`src/hdl/rs_out_consts.vh`:
```
/*
 * constants for the decoder output and status block: register
 * offsets, register reset values and status word element positions.
 * assumes inclusion by bare name from the design file.
 */
`ifndef RS_OUT_CONSTS_VH
`define RS_OUT_CONSTS_VH

// ****************************************
// register byte offsets
// ****************************************
`define RSO_ADDR_W       4
`define RSO_OFS_CTRL     4'h0
`define RSO_OFS_STATUS   4'h4
`define RSO_OFS_LEVEL    4'h8

// ****************************************
// register fields and reset values
// ****************************************
`define RSO_CTRL_CHKOUT  0
`define RSO_CTRL_RST     1'b0
`define RSO_ST_INVALID   0
`define RSO_ST_MISSING   1
`define RSO_ST_UNEXP     2

// ****************************************
// status word element positions
// ****************************************
`define RSO_STAT_FAIL    0
`define RSO_STAT_FOUND   1
`define RSO_STAT_ERRCNT  2

`endif

```
`src/hdl/rs_decoder_output_status.v`:
```
/*
 * output side of the error-correcting block decoder: corrected-symbol
 * stream with raw copy, data/check flag and marker sideband, the
 * per-block status stream, end-of-block marking, input framing events
 * and control range check, plus a small apb register set.
 * assumes the decoding core on the same clock delivers symbols block
 * by block, channel after channel, with that block's fail flag,
 * corrected count, n and k valid alongside the block's first symbol.
 */
// Overview of operation
// each output data field is zero-padded to a multiple of eight bits.
// corrected field carries decoded symbols, as wide as the input symbol.
// output delay may vary with block length changes or output stalls.
// raw input symbol leaves with the same delay, symbol wide.
// data/check flag high on message symbols, low on last n-k.
// output marker equals input marker, same delay, same width.
// output last on kth or nth symbol, last channel only.
// one status word per block per channel after its last symbol.
// consumer takes status in time, else input stalls; tie ready high.
// status and data channels handshake independently of each other.
// status packed lsb first fail,found,count,erasures,bit counts; padded.
// fail set when errors exceed capacity; other elements then undefined.
// corrected symbols of a failed block are undefined.
// error-found high when any error, erasure or puncture was seen.
// corrected count width fits n-k.
// erasure count present with erasure support, width fits n.
// count bits received one corrected to zero, width fits (n-k)*w.
// equally wide count of bits received zero corrected to one.
// status last only in multichannel mode, on the last channel.
// missing-end event when input last is absent on final symbol.
// unexpected-end event when input last comes early; same timing.
// sticky invalid-control event on out-of-range length or checks.
// erasure count is symbols flagged erased in the block output.
// status words of a block leave in ascending channel order.
// status word held stable until the consumer accepts it.

`timescale 1ns/1ps
`include "rs_out_consts.vh"

module rs_decoder_output_status #(
  parameter SYM_W      = 8,
  parameter N_MAX      = 255,
  parameter K_MIN      = 239,
  parameter N_MIN      = 3,
  parameter R_MIN      = 2,
  parameter CHANNELS   = 1,
  parameter MARK_W     = 1,
  parameter STAT_DEPTH = 4,
  // derived port widths; leave at their defaults
  parameter OUT_W      = 2 * (((SYM_W + 7) / 8) * 8) + 8,
  parameter STAT_W     = ((2 + $clog2(N_MAX - K_MIN + 1) +
                          $clog2(N_MAX + 1) +
                          2 * $clog2((N_MAX - K_MIN) * SYM_W + 1) +
                          7) / 8) * 8
) (
  // clock, reset, enable
  input  wire                   CLK_SYS_I,
  input  wire                   SRST_I,
  input  wire                   CE_I,
  // symbols from the decoding core
  input  wire                   SYM_VALID_I,
  output wire                   SYM_READY_O,
  input  wire [SYM_W-1:0]       SYM_CORR_I,
  input  wire [SYM_W-1:0]       SYM_RAW_I,
  input  wire [MARK_W-1:0]      SYM_MARK_I,
  input  wire                   SYM_ERASED_I,
  input  wire                   BLK_FAIL_I,
  input  wire [15:0]            BLK_ERRCNT_I,
  input  wire [15:0]            BLK_N_I,
  input  wire [15:0]            BLK_K_I,
  // observed input and control handshakes
  input  wire                   IN_TVALID_I,
  input  wire                   IN_TREADY_I,
  input  wire                   IN_TLAST_I,
  input  wire                   CTRL_TVALID_I,
  input  wire                   CTRL_TREADY_I,
  input  wire [15:0]            CTRL_N_I,
  input  wire [15:0]            CTRL_R_I,
  // corrected output stream
  output reg                    M_AXIS_OUTPUT_TVALID_O,
  input  wire                   M_AXIS_OUTPUT_TREADY_I,
  output reg  [OUT_W-1:0]       M_AXIS_OUTPUT_TDATA_O,
  output reg  [MARK_W-1:0]      M_AXIS_OUTPUT_TUSER_O,
  output reg                    M_AXIS_OUTPUT_TLAST_O,
  // status stream
  output wire                   M_AXIS_STAT_TVALID_O,
  input  wire                   M_AXIS_STAT_TREADY_I,
  output wire [STAT_W-1:0]      M_AXIS_STAT_TDATA_O,
  output wire                   M_AXIS_STAT_TLAST_O,
  // events
  output reg                    EVENT_TLAST_MISSING_O,
  output reg                    EVENT_TLAST_UNEXPECTED_O,
  output reg                    EVENT_CTRL_INVALID_O,
  // apb slave
  input  wire                   PSEL_I,
  input  wire                   PENABLE_I,
  input  wire                   PWRITE_I,
  input  wire [`RSO_ADDR_W-1:0] PADDR_I,
  input  wire [31:0]            PWDATA_I,
  output reg  [31:0]            PRDATA_O,
  output wire                   PREADY_O,
  output wire                   PSLVERR_O
);

  // ****************************************
  // widths
  // ****************************************
  function integer bits_for;
    input integer v;
    integer t;
    begin
      bits_for = 1;
      t = v;
      while (t > 1) begin
        t = t / 2;
        bits_for = bits_for + 1;
      end
    end
  endfunction

  localparam SYM_P  = ((SYM_W + 7) / 8) * 8;
  localparam EW     = bits_for(N_MAX - K_MIN);
  localparam AW     = bits_for(N_MAX);
  localparam BW     = bits_for((N_MAX - K_MIN) * SYM_W);
  localparam ST_RAW = 2 + EW + AW + 2 * BW;
  localparam PW     = bits_for(N_MAX);
  localparam CW     = bits_for(CHANNELS);
  localparam TW     = PW + CW;
  localparam LW     = bits_for(STAT_DEPTH);
  localparam IW     = bits_for(STAT_DEPTH - 1);
  localparam R_MAX  = N_MAX - K_MIN;

  function [BW-1:0] ones;
    input [SYM_W-1:0] v;
    integer i;
    begin
      ones = {BW{1'b0}};
      for (i = 0; i < SYM_W; i = i + 1)
        ones = ones + {{(BW-1){1'b0}}, v[i]};
    end
  endfunction

  // ****************************************
  // output side block tracking
  // ****************************************
  reg  [PW-1:0]     pos;
  reg  [CW-1:0]     chan;
  reg  [15:0]       blk_n;
  reg  [15:0]       blk_k;
  reg               fail;
  reg  [EW-1:0]     ecnt;
  reg  [AW-1:0]     era;
  reg  [BW-1:0]     to0;
  reg  [BW-1:0]     to1;
  reg               check_out;
  reg  [LW-1:0]     st_cnt;

  wire              first   = (pos == {PW{1'b0}});
  wire [15:0]       n_cur   = first ? BLK_N_I : blk_n;
  wire [15:0]       k_cur   = first ? BLK_K_I : blk_k;
  wire [15:0]       pos16   = {{(16-PW){1'b0}}, pos};
  wire              is_data = (pos16 < k_cur);
  wire              is_last = (pos16 == n_cur - 16'h0001);
  wire              last_ch = (chan == CHANNELS - 1);
  wire              st_full = (st_cnt == STAT_DEPTH);
  wire              slot    = !M_AXIS_OUTPUT_TVALID_O ||
                              M_AXIS_OUTPUT_TREADY_I;
  // a full status queue stalls the core and so the input
  assign SYM_READY_O = CE_I && slot && !st_full;
  wire              sym_fire = SYM_VALID_I && SYM_READY_O;
  wire              emit     = is_data || check_out;

  wire [BW-1:0] d0 = ones(SYM_RAW_I & ~SYM_CORR_I);
  wire [BW-1:0] d1 = ones(~SYM_RAW_I & SYM_CORR_I);
  wire [BW-1:0] n_to0 = (first ? {BW{1'b0}} : to0) + d0;
  wire [BW-1:0] n_to1 = (first ? {BW{1'b0}} : to1) + d1;
  wire [AW-1:0] n_era = (first ? {AW{1'b0}} : era) +
                        {{(AW-1){1'b0}}, SYM_ERASED_I};
  wire          n_fail = first ? BLK_FAIL_I : fail;
  wire [EW-1:0] n_ecnt = first ? BLK_ERRCNT_I[EW-1:0] : ecnt;
  // found covers failure, corrections and erasures alike
  wire          n_found = n_fail || (n_ecnt != {EW{1'b0}}) ||
                          (n_era != {AW{1'b0}});
  wire [ST_RAW-1:0] st_word = {n_to1, n_to0, n_era, n_ecnt,
                               n_found, n_fail};

  always @(posedge CLK_SYS_I) begin
    if (SRST_I) begin
      pos    <= {PW{1'b0}};
      chan   <= {CW{1'b0}};
      blk_n  <= 16'h0000;
      blk_k  <= 16'h0000;
      fail   <= 1'b0;
      ecnt   <= {EW{1'b0}};
      era    <= {AW{1'b0}};
      to0    <= {BW{1'b0}};
      to1    <= {BW{1'b0}};
    end else if (sym_fire) begin
      blk_n <= n_cur;
      blk_k <= k_cur;
      fail  <= n_fail;
      ecnt  <= n_ecnt;
      era   <= n_era;
      to0   <= n_to0;
      to1   <= n_to1;
      if (is_last) begin
        pos  <= {PW{1'b0}};
        chan <= last_ch ? {CW{1'b0}} : chan + {{(CW-1){1'b0}}, 1'b1};
      end else begin
        pos  <= pos + {{(PW-1){1'b0}}, 1'b1};
      end
    end
  end

  // ****************************************
  // corrected output register
  // ****************************************
  // one stage only; latency shifts with stalls and block length
  always @(posedge CLK_SYS_I) begin
    if (SRST_I) begin
      M_AXIS_OUTPUT_TVALID_O <= 1'b0;
      M_AXIS_OUTPUT_TDATA_O  <= {OUT_W{1'b0}};
      M_AXIS_OUTPUT_TUSER_O  <= {MARK_W{1'b0}};
      M_AXIS_OUTPUT_TLAST_O  <= 1'b0;
    end else if (CE_I) begin
      if (sym_fire && emit) begin
        M_AXIS_OUTPUT_TVALID_O <= 1'b1;
        // failed blocks pass whatever the core produced
        M_AXIS_OUTPUT_TDATA_O <= {{7{1'b0}}, is_data,
          {(SYM_P-SYM_W){1'b0}}, SYM_RAW_I,
          {(SYM_P-SYM_W){1'b0}}, SYM_CORR_I};
        M_AXIS_OUTPUT_TUSER_O <= SYM_MARK_I;
        M_AXIS_OUTPUT_TLAST_O <= last_ch &&
          (check_out ? is_last :
           (pos16 == k_cur - 16'h0001));
      end else if (M_AXIS_OUTPUT_TREADY_I) begin
        M_AXIS_OUTPUT_TVALID_O <= 1'b0;
      end
    end
  end

  // ****************************************
  // status queue
  // ****************************************
  // filled in channel order as blocks finish, drained on its own
  reg  [STAT_W:0]   st_mem [0:STAT_DEPTH-1];
  reg  [IW-1:0]     st_wp;
  reg  [IW-1:0]     st_rp;
  wire              st_push = sym_fire && is_last;
  wire              st_pop  = M_AXIS_STAT_TVALID_O &&
                              M_AXIS_STAT_TREADY_I && CE_I;
  wire              st_tl   = (CHANNELS > 1) && last_ch;

  assign M_AXIS_STAT_TVALID_O = (st_cnt != {LW{1'b0}});
  // head entry stays put until taken
  assign M_AXIS_STAT_TDATA_O  = st_mem[st_rp][STAT_W-1:0];
  assign M_AXIS_STAT_TLAST_O  = M_AXIS_STAT_TVALID_O &&
                                st_mem[st_rp][STAT_W];

  always @(posedge CLK_SYS_I) begin
    if (st_push)
      st_mem[st_wp] <= {st_tl, {(STAT_W-ST_RAW){1'b0}}, st_word};
  end

  always @(posedge CLK_SYS_I) begin
    if (SRST_I) begin
      st_wp  <= {IW{1'b0}};
      st_rp  <= {IW{1'b0}};
      st_cnt <= {LW{1'b0}};
    end else if (CE_I) begin
      if (st_push)
        st_wp <= (st_wp == STAT_DEPTH - 1) ? {IW{1'b0}} :
                 st_wp + {{(IW-1){1'b0}}, 1'b1};
      if (st_pop)
        st_rp <= (st_rp == STAT_DEPTH - 1) ? {IW{1'b0}} :
                 st_rp + {{(IW-1){1'b0}}, 1'b1};
      if (st_push && !st_pop)
        st_cnt <= st_cnt + {{(LW-1){1'b0}}, 1'b1};
      else if (st_pop && !st_push)
        st_cnt <= st_cnt - {{(LW-1){1'b0}}, 1'b1};
    end
  end

  // ****************************************
  // input framing and control checks
  // ****************************************
  reg  [15:0]       in_n;
  reg  [TW-1:0]     in_pos;
  wire              in_fire   = IN_TVALID_I && IN_TREADY_I;
  wire              ctrl_fire = CTRL_TVALID_I && CTRL_TREADY_I;
  wire [TW-1:0]     in_total  = in_n[TW-1:0] * CHANNELS[TW-1:0];
  wire              in_last   = (in_pos == in_total - {{(TW-1){1'b0}},1'b1});
  wire              ctrl_bad  = (CTRL_N_I > N_MAX) ||
                                (CTRL_N_I < N_MIN) ||
                                (CTRL_R_I > R_MAX) ||
                                (CTRL_R_I < R_MIN) ||
                                (CTRL_R_I >= CTRL_N_I);

  always @(posedge CLK_SYS_I) begin
    if (SRST_I) begin
      in_n                     <= N_MAX[15:0];
      in_pos                   <= {TW{1'b0}};
      EVENT_TLAST_MISSING_O    <= 1'b0;
      EVENT_TLAST_UNEXPECTED_O <= 1'b0;
      EVENT_CTRL_INVALID_O     <= 1'b0;
    end else if (CE_I) begin
      // a bad value never becomes the running length
      if (ctrl_fire && !ctrl_bad)
        in_n <= CTRL_N_I;
      if (ctrl_fire && ctrl_bad)
        EVENT_CTRL_INVALID_O <= 1'b1;
      if (in_fire) begin
        in_pos <= in_last ? {TW{1'b0}} :
                  in_pos + {{(TW-1){1'b0}}, 1'b1};
        // each pulse lasts until the next input sample
        EVENT_TLAST_MISSING_O    <= in_last && !IN_TLAST_I;
        EVENT_TLAST_UNEXPECTED_O <= !in_last && IN_TLAST_I;
      end
    end
  end

  // ****************************************
  // apb registers
  // ****************************************
  reg               seen_miss;
  reg               seen_unexp;
  wire              apb_wr  = PSEL_I && PENABLE_I && PWRITE_I && CE_I;
  wire              hit     = (PADDR_I == `RSO_OFS_CTRL) ||
                              (PADDR_I == `RSO_OFS_STATUS) ||
                              (PADDR_I == `RSO_OFS_LEVEL);
  wire              clr_ok  = apb_wr && (PADDR_I == `RSO_OFS_STATUS);
  reg  [31:0]       rd_mux;

  assign PREADY_O  = 1'b1;
  assign PSLVERR_O = PSEL_I && PENABLE_I && !hit;

  always @* begin
    rd_mux = 32'h0000_0000;
    case (PADDR_I)
      `RSO_OFS_CTRL:
        rd_mux[`RSO_CTRL_CHKOUT] = check_out;
      `RSO_OFS_STATUS: begin
        rd_mux[`RSO_ST_INVALID] = EVENT_CTRL_INVALID_O;
        rd_mux[`RSO_ST_MISSING] = seen_miss;
        rd_mux[`RSO_ST_UNEXP]   = seen_unexp;
      end
      `RSO_OFS_LEVEL:
        rd_mux[LW-1:0] = st_cnt;
      default:
        rd_mux = 32'h0000_0000;
    endcase
  end

  always @(posedge CLK_SYS_I) begin
    if (SRST_I) begin
      check_out  <= `RSO_CTRL_RST;
      seen_miss  <= 1'b0;
      seen_unexp <= 1'b0;
      PRDATA_O   <= 32'h0000_0000;
    end else if (CE_I) begin
      if (PSEL_I && !PENABLE_I)
        PRDATA_O <= rd_mux;
      if (apb_wr && (PADDR_I == `RSO_OFS_CTRL))
        check_out <= PWDATA_I[`RSO_CTRL_CHKOUT];
      // a new event outweighs a write-one clear in the same cycle
      if (EVENT_TLAST_MISSING_O)
        seen_miss <= 1'b1;
      else if (clr_ok && PWDATA_I[`RSO_ST_MISSING])
        seen_miss <= 1'b0;
      if (EVENT_TLAST_UNEXPECTED_O)
        seen_unexp <= 1'b1;
      else if (clr_ok && PWDATA_I[`RSO_ST_UNEXP])
        seen_unexp <= 1'b0;
    end
  end

endmodule

```
`config.mk`:
```
export PLATFORM = sky130hd
export DESIGN_NAME = rs_decoder_output_status
export DESIGN_NICKNAME = d
export VERILOG_FILES = /design/src/hdl/rs_decoder_output_status.v
export VERILOG_INCLUDE_DIRS = /design/src /design/src/hdl
export SDC_FILE = /design/constraint.sdc
export NUM_CORES = 1
export LEC_CHECK = 0
export ABC_CLOCK_PERIOD_IN_PS = 8400
export BUFFER_PORTS_ARGS = -buffer_cell sky130_fd_sc_hd__buf_4
export CAP_MARGIN = 5
export CORE_ASPECT_RATIO = 1.4
export CORE_MARGIN = 1.5
export CORE_UTILIZATION = 25
export CTS_CLUSTER_SIZE = 12
export DETAILED_ROUTE_END_ITERATION = 8
export GPL_ROUTABILITY_DRIVEN = 0
export HOLD_SLACK_MARGIN = 0.05
export MAX_ROUTING_LAYER = met4
export PLACE_DENSITY_LB_ADDON = 0.2
export SLEW_MARGIN = 20
export SYNTH_ARGS = -nofsm -noshare
export SYNTH_HDL_FRONTEND = slang
export SYNTH_SLANG_ARGS = --single-unit
```
`constraint.sdc`:
```
create_clock -name CLK_SYS_I -period 8.4 [get_ports CLK_SYS_I]
set_input_delay 0.42 -clock CLK_SYS_I [delete_from_list [all_inputs] [get_ports CLK_SYS_I]]
set_output_delay 0.42 -clock CLK_SYS_I [all_outputs]
set_load 0.005 [all_outputs]
```
* Word level (Yosys, flattened, before mapping) *
Memories as Yosys holds them, arrays and structs flattened. A register that Yosys moved wholly into a read port is not among the register bits.
Cells that the tools add are included.

operators by class
  add/sub/neg operators = 27
  order comparisons = 6
  eq/ne operators = 8
  muxes and demuxes = 27
  bitwise logic cells = 5
  reduce and logical (&&, ||, !) cells = 67

operators by type and width
  cell                                                             number
  == test 8 x 16 -> 1 bit                                          2
  less-than comparator 16 x 2 -> 1 bit (second input constant)     2
  two-way mux 16 bit                                               2
  two-way mux 8 bit                                                4
  subtractor 16 x 1 -> 16 bit (second input constant)              2
  AND reduction 2 bit                                              13
  logical AND 1 bit                                                25
  adder 7 x 1 -> 8 bit                                             2
  adder 8 bit                                                      2
  bitwise AND 8 bit                                                2
  greater-or-equal comparator 16 bit                               1
  greater-than comparator 16 x 5 -> 1 bit (second input constant)  1
  greater-than comparator 16 x 8 -> 1 bit (second input constant)  1
  less-than comparator 8 x 16 -> 1 bit                             1
  inverter 8 bit                                                   2
  adder 6 x 1 -> 7 bit                                             2
  adder 5 x 1 -> 6 bit                                             2
  two-way mux 1 bit                                                11
  adder 4 x 1 -> 5 bit                                             2
  logical OR 1 bit                                                 10
  adder 9 x 1 -> 9 bit (second input constant)                     1
  == test 9 bit                                                    1
  logical NOT 1 bit                                                9
  two-way mux 9 bit                                                1
  27 further kinds                                                 39

storage, ports and cells
  register bits = 125
  memory bits (writable) = 124
  input port bits = 149
  word-level logic and storage cells = 166
  memories kept = 1

memories
  name    words  bits a word  rd ports  clocked after memory_dff  wr ports  line                            source
  st_mem  4      31           1         1                         1         rs_decoder_output_status.v:246  reg [STAT_W:0] st_mem [0:STAT_DEPTH-1];

* Depth between registers and ports, before layout *
  depth after elaboration = 10
  mapped depth = 26

* Worst setup path before layout *
OpenSTA, ideal clock, no wires.

  path type = register to register
  start = register pos[0]
  end = memory st_mem[3][0] in the netlist's numbering, enable pin
  setup time = 391 ps
  data arrival time = 5281 ps
  data required time = 8009 ps
  setup slack = 2728 ps
  cell stages (with the launch flop) = 21
  path buffers = 7
  path through = dfxtp_1 -> inv_1 -> ha_1 -> or3b_2 -> buf_2 -> nor2_4 -> buf_6 -> buf_4 -> buf_4 -> buf_2 -> buf_2 -> mux2i_1 -> ha_1 -> clkbuf_1 -> nand3_1 -> mux2i_1 -> xor2_1 -> nand4_1 -> or4_4 -> nor4_4 -> and2_1

on the way
  word-level cells in the longest chain between the ends = 7

RTL lines
  element                                    line                            source
  start: declaration                         rs_decoder_output_status.v:146  reg [PW-1:0] pos;
  start signal: assignment                   rs_decoder_output_status.v:189  pos <= {PW{1'b0}};
  start signal: assignment                   rs_decoder_output_status.v:207  pos <= {PW{1'b0}};
  start signal: assignment                   rs_decoder_output_status.v:210  pos <= pos + {{(PW-1){1'b0}}, 1'b1};
  logical NOT 8 bit                          rs_decoder_output_status.v:158  wire first = (pos == {PW{1'b0}});
  two-way mux 16 bit                         rs_decoder_output_status.v:159  wire [15:0] n_cur = first ? BLK_N_I : blk_n;
  subtractor 16 x 1 -> 16 bit                rs_decoder_output_status.v:163  wire is_last = (pos16 == n_cur - 16'h0001);
  == test 8 x 16 -> 1 bit *                  rs_decoder_output_status.v:163
  logical AND 1 bit *                        rs_decoder_output_status.v:249  wire st_push = sym_fire && is_last;
  two-way mux 1 bit *                        rs_decoder_output_status.v:261  if (st_push)
  two-way mux 1 bit (not written as such) *  rs_decoder_output_status.v:262  st_mem[st_wp] <= {st_tl, {(STAT_W-ST_RAW){1'b0}}, st_word};
  end: declaration                           rs_decoder_output_status.v:246

Mark *: on every way between the ends. The rest lies on a longest branch, timed or not.

* Worst setup path in the final report *
  start = register pos[0]
  end = register st_cnt[2]

on the way
  word-level cells in the longest chain between the ends = 9
  elaborated cells between the ends (all ways) = 11

RTL lines
  element                               line                            source
  logical NOT 8 bit                     rs_decoder_output_status.v:158
  two-way mux 16 bit                    rs_decoder_output_status.v:159
  subtractor 16 x 1 -> 16 bit           rs_decoder_output_status.v:163
  == test 8 x 16 -> 1 bit *             rs_decoder_output_status.v:163
  logical AND 1 bit *                   rs_decoder_output_status.v:249
  logical NOT 1 bit                     rs_decoder_output_status.v:279  else if (st_pop && !st_push)
  logical AND 1 bit                     rs_decoder_output_status.v:279
  nonzero test 2 bit (no source line)   n/a
  AND reduction 2 bit (no source line)  n/a
  end signal: assignment                rs_decoder_output_status.v:269  st_cnt <= {LW{1'b0}};
  end signal: assignment                rs_decoder_output_status.v:278  st_cnt <= st_cnt + {{(LW-1){1'b0}}, 1'b1};
  end signal: assignment                rs_decoder_output_status.v:280  st_cnt <= st_cnt - {{(LW-1){1'b0}}, 1'b1};
  end: declaration                      rs_decoder_output_status.v:156  reg [LW-1:0] st_cnt;

Marks and branches as above.
A chain may end at the register's enable or synchronous reset.

==> flow_summary.json <==
{
  "critPathBufInv": 3,
  "p_leak_nw": 6.00,
  "viasPerCell": 4.70,
  "required_ns": 8.82,
  "drc": 0,
  "area_growth_pct": 20.7,
  "first_pass_iters": 5,
  "grt_max_degree": 73,
  "ys_seq_area_share_pct": 47.1,
  "port_buffers": 168,
  "crit_chain": "inv_1 > ha_1 > or3b_2 > nor2_4 > buf_4 > mux2_2 > nor4b_1 > nand4_1 > or4_4 > nor4_4 > ha_1 > inv_1 > fa_1 > xnor2_1 > nand2_1 > xor2_1 > nor2_1",
  "wire_per_inst_um": 18.1,
  "grt_pass1_wl_um": 60700,
  "hold_violations": 0,
  "num_vias": 10198,
  "arrival_ns": 5.99,
  "min_path_cells": 3,
  "fin_crit_sh_pct": 66.3,
  "cp_top_family": "simple AND/OR/NAND/NOR gates",
  "start_util_pct": 25.4,
  "rows": 99,
  "cp-startpoint": "pos[0]",
  "worst_pin_slew_ns": 1.01,
  "irDropWorstVdd_mv": 0.0883,
  "setup_violations": 0,
  "power_density_mw_per_mm2": 183,
  "r2r_slack_ns": 2.83,
  "r2r_cells": 17,
  "cts_root_buf": "clkbuf_16",
  "multiInputGateArea_sq_mm": 0.00643,
  "slew_viol_final": 0,
  "tritoncts": "done",
  "grtUsageTotal_pct": 14.9,
  "finClkSkew_ns": 0.0115,
  "async_flop_share_pct": 0,
  "dieArea_sq_mm": 0.0545,
  "seqCellArea_sq_mm": 0.00625,
  "totalWireLength_um": 39300,
  "reg2reg_from": "pos[0]",
  "synth_edf_count": 124,
  "ant_nets": 0,
  "drt_iter0_drc": 441,
  "syn_area_per_cell_sq_um": 10.3,
  "fp.dieW_um": 198,
  "synth_ff_type": "dfxtp_1",
  "clock.fmax_mhz": 179,
  "clock_latency_ns": 0.56,
  "reg2reg_to": "st_cnt[2]",
  "drv_cap": 0,
  "clkTransAtPathRegs_ns": 0.06,
  "final_layout_size_suffix_gt1_share_pct": 19.0,
  "fp.coreArea_sq_mm": 0.0523,
  "h-tree-depth": 1,
  "criticalPathCategory": "flip-flop to flip-flop",
  "slew_headroom_pct": 32.5,
  "critPathSlowestCell": "buf_4",
  "cts_buffers": 29,
  "grt_pass1_vias": 10374,
  "ys_ff_latch": 250,
  "setup_tns_ns": 0,
  "io_pins": 248,
  "post_cts_resized": 0,
  "min_period_ns": 5.57,
  "worstSetupStartpointType": "flip-flop",
  "endpoint_kind": "flip-flop",
  "num-fill-cells": 5535,
  "worst-path-max-fanout": 55,
  "postCtsSetupBuffers": 0,
  "gr-total-overflow": 0,
  "dp_hpwl_um": 27700,
  "holdWs_ns": 0.0935,
  "worstHoldPathType": "input pin to flip-flop",
  "hold_buffers": 0,
  "antenna_found_initial": 1,
  "synthesis.area_sq_mm": 0.0133,
  "die_h_um": 276,
  "ctsLongestPathBuffers": 3,
  "status": "complete, no violations",
  "slowest_delay_ns": 0.62,
  "synth_cell_types": 68,
  "nets": 1649,
  "synth_cells": 1293,
  "cp.depth": 17,
  "critPathCapture": "st_cnt[2]",
  "clock-sinks": 250,
  "ys_warn_count": 0,
  "grt_setup_unrepaired": "false"
}
per-stage QoR:
stage	setup WS, ns	cell area (sq um)	total power, mW	utilization [%]	cells
final	2.83	16000	2.93	30.7	2169
after global routing	2.35	16000	3.06	30.7	2169
after CTS	2.79	16000	2.98	30.7	2168
after detailed placement	2.83	15100	1.71	28.9	2115
after global placement	2.81	15100	1.71	28.9	2115
after floorplan	2.73	13400	1.58	-	1330
flip-flops by register name, summed over array words and instances, names as in the netlist, 5 cells and up, named ones only:
| name | flops |
|---|---|
| st_mem | 124 |
| M_AXIS_OUTPUT_TDATA_O | 17 |
| blk_k | 16 |
| blk_n | 16 |
| in_n | 9 |
| in_pos | 9 |
| era | 8 |
| pos | 8 |
| to0 | 8 |
| to1 | 8 |
| ecnt | 5 |
cells in the mapped netlist (all sizes together), types with 3 or more instances:
| cell type | number | share of area, % |
|---|---|---|
| a311oi | 6 | 0.40 |
| nor4 | 26 | 1.4 |
| a21boi | 5 | 0.28 |
| nor3b | 7 | 0.40 |
| nand4 | 20 | 0.94 |
| and3b | 4 | 0.26 |
| fa | 11 | 1.7 |
| and3 | 13 | 0.61 |
| edfxtp | 124 | 28 |
| a211oi | 20 | 1.1 |
| or2 | 5 | 0.24 |
| nand3 | 41 | 1.5 |
| mux2i | 36 | 2.7 |
| inv | 46 | 1.3 |
| o21ai | 68 | 2.6 |
| o21a | 6 | 0.34 |
| o22ai | 4 | 0.19 |
| buf | 59 | 3.1 |
| nand3b | 7 | 0.40 |
| nand2 | 133 | 3.8 |
| and2 | 15 | 0.71 |
| o211ai | 9 | 0.51 |
| or3 | 7 | 0.33 |
| a31o | 3 | 0.20 |
| dfxtp | 126 | 19 |
| a22oi | 3 | 0.17 |
| nor2b | 15 | 0.71 |
| clkbuf | 45 | 1.3 |
| a31oi | 6 | 0.28 |
| nor4b | 7 | 0.46 |
| o31ai | 7 | 0.40 |
| or4 | 8 | 0.51 |
| a21oi | 95 | 3.6 |
| nand2b | 17 | 0.80 |
| xnor2 | 30 | 2.0 |
| nor3 | 30 | 1.1 |
| nor2 | 79 | 2.3 |
| xor2 | 33 | 2.2 |
| ha | 50 | 4.7 |
| a21o | 10 | 0.57 |
| mux4 | 31 | 5.3 |
| a22o | 3 | 0.20 |
cells in the final DEF, fill, tap and decap left out, types with 9 or more instances in the layout:
cell type	n
mux2i_1	36
nand2b_1	17
a211oi_1	20
nor4_1	24
clkbuf_16	29
nor2b_1	15
edfxtp_1	124
ha_1	50
nand2_1	131
fa_1	11
inv_1	46
mux4_2	31
o21ai_0	65
nand4_1	20
nand3_1	41
a21oi_1	95
xnor2_1	30
nor3_1	30
and3_1	13
nor2_1	77
and2_1	14
dfxtp_1	125
o211ai_1	9
buf_4	182
a21o_1	10
xor2_1	33
conb_1	39
layer usage:
metal	GRT usage, %	part of all wire [%]	vias to the layer above
li1	-	-	4948
met1	16.0	39	4965
met2	28.2	54	231
met3	1.99	4.4	54
met4	4.34	2.5	0
met5	-	0	-
where the power goes:
group          leakage (nW)  internal [mW]  switching [mW]
sequential             2.12           1.31          0.0196
clock                 0.438          0.726           0.519
combinational          3.45          0.143           0.209
cell type report:
class                   count  area share [%]
multi-input cells         930            40.1
flip-flops and latches    250            39.0
repair buffers            182            8.53
well taps                 707            5.52
clock buffers              37            4.72
inverters                  46            1.08
clock inverters            16            1.03
diodes                      1          0.0156
tightest hold or removal path, stage by stage:
cell     delay (ns)
buf_4          0.09
mux2i_1        0.06
nand2_1        0.05
cells by family (layout without fill, tap and decap cells):
logic type | Yosys count | in the layout | share of synthesized area (%)
and+or+nand+nor | 438 | 438 | 16.7
AOI/OAI and AO/OA | 261 | 261 | 11.9
DFF | 250 | 250 | 47.1
buffers and inverters | 150 | 281 | 5.64
muxes | 68 | 68 | 8.06
xor gates and xnor gates | 63 | 63 | 4.16
adders and majority gates | 61 | 61 | 6.37
other | 2 | 40 | 0.0566
worst min path at each step:
stage	startpoint	end	slack, ns
2_1_floorplan	era[0]	era[0]	0.43
3_3_place_gp	to0[3]	to0[3]	0.44
3_5_place_dp	to1[1]	to1[1]	0.45
4_1_cts	CTRL_N_I[2]	in_n[2]	0.06
5_1_grt	CTRL_N_I[2]	in_n[2]	0.1
6_report	CTRL_N_I[2]	in_n[2]	0.09
(Power assumes the default switching activity.)
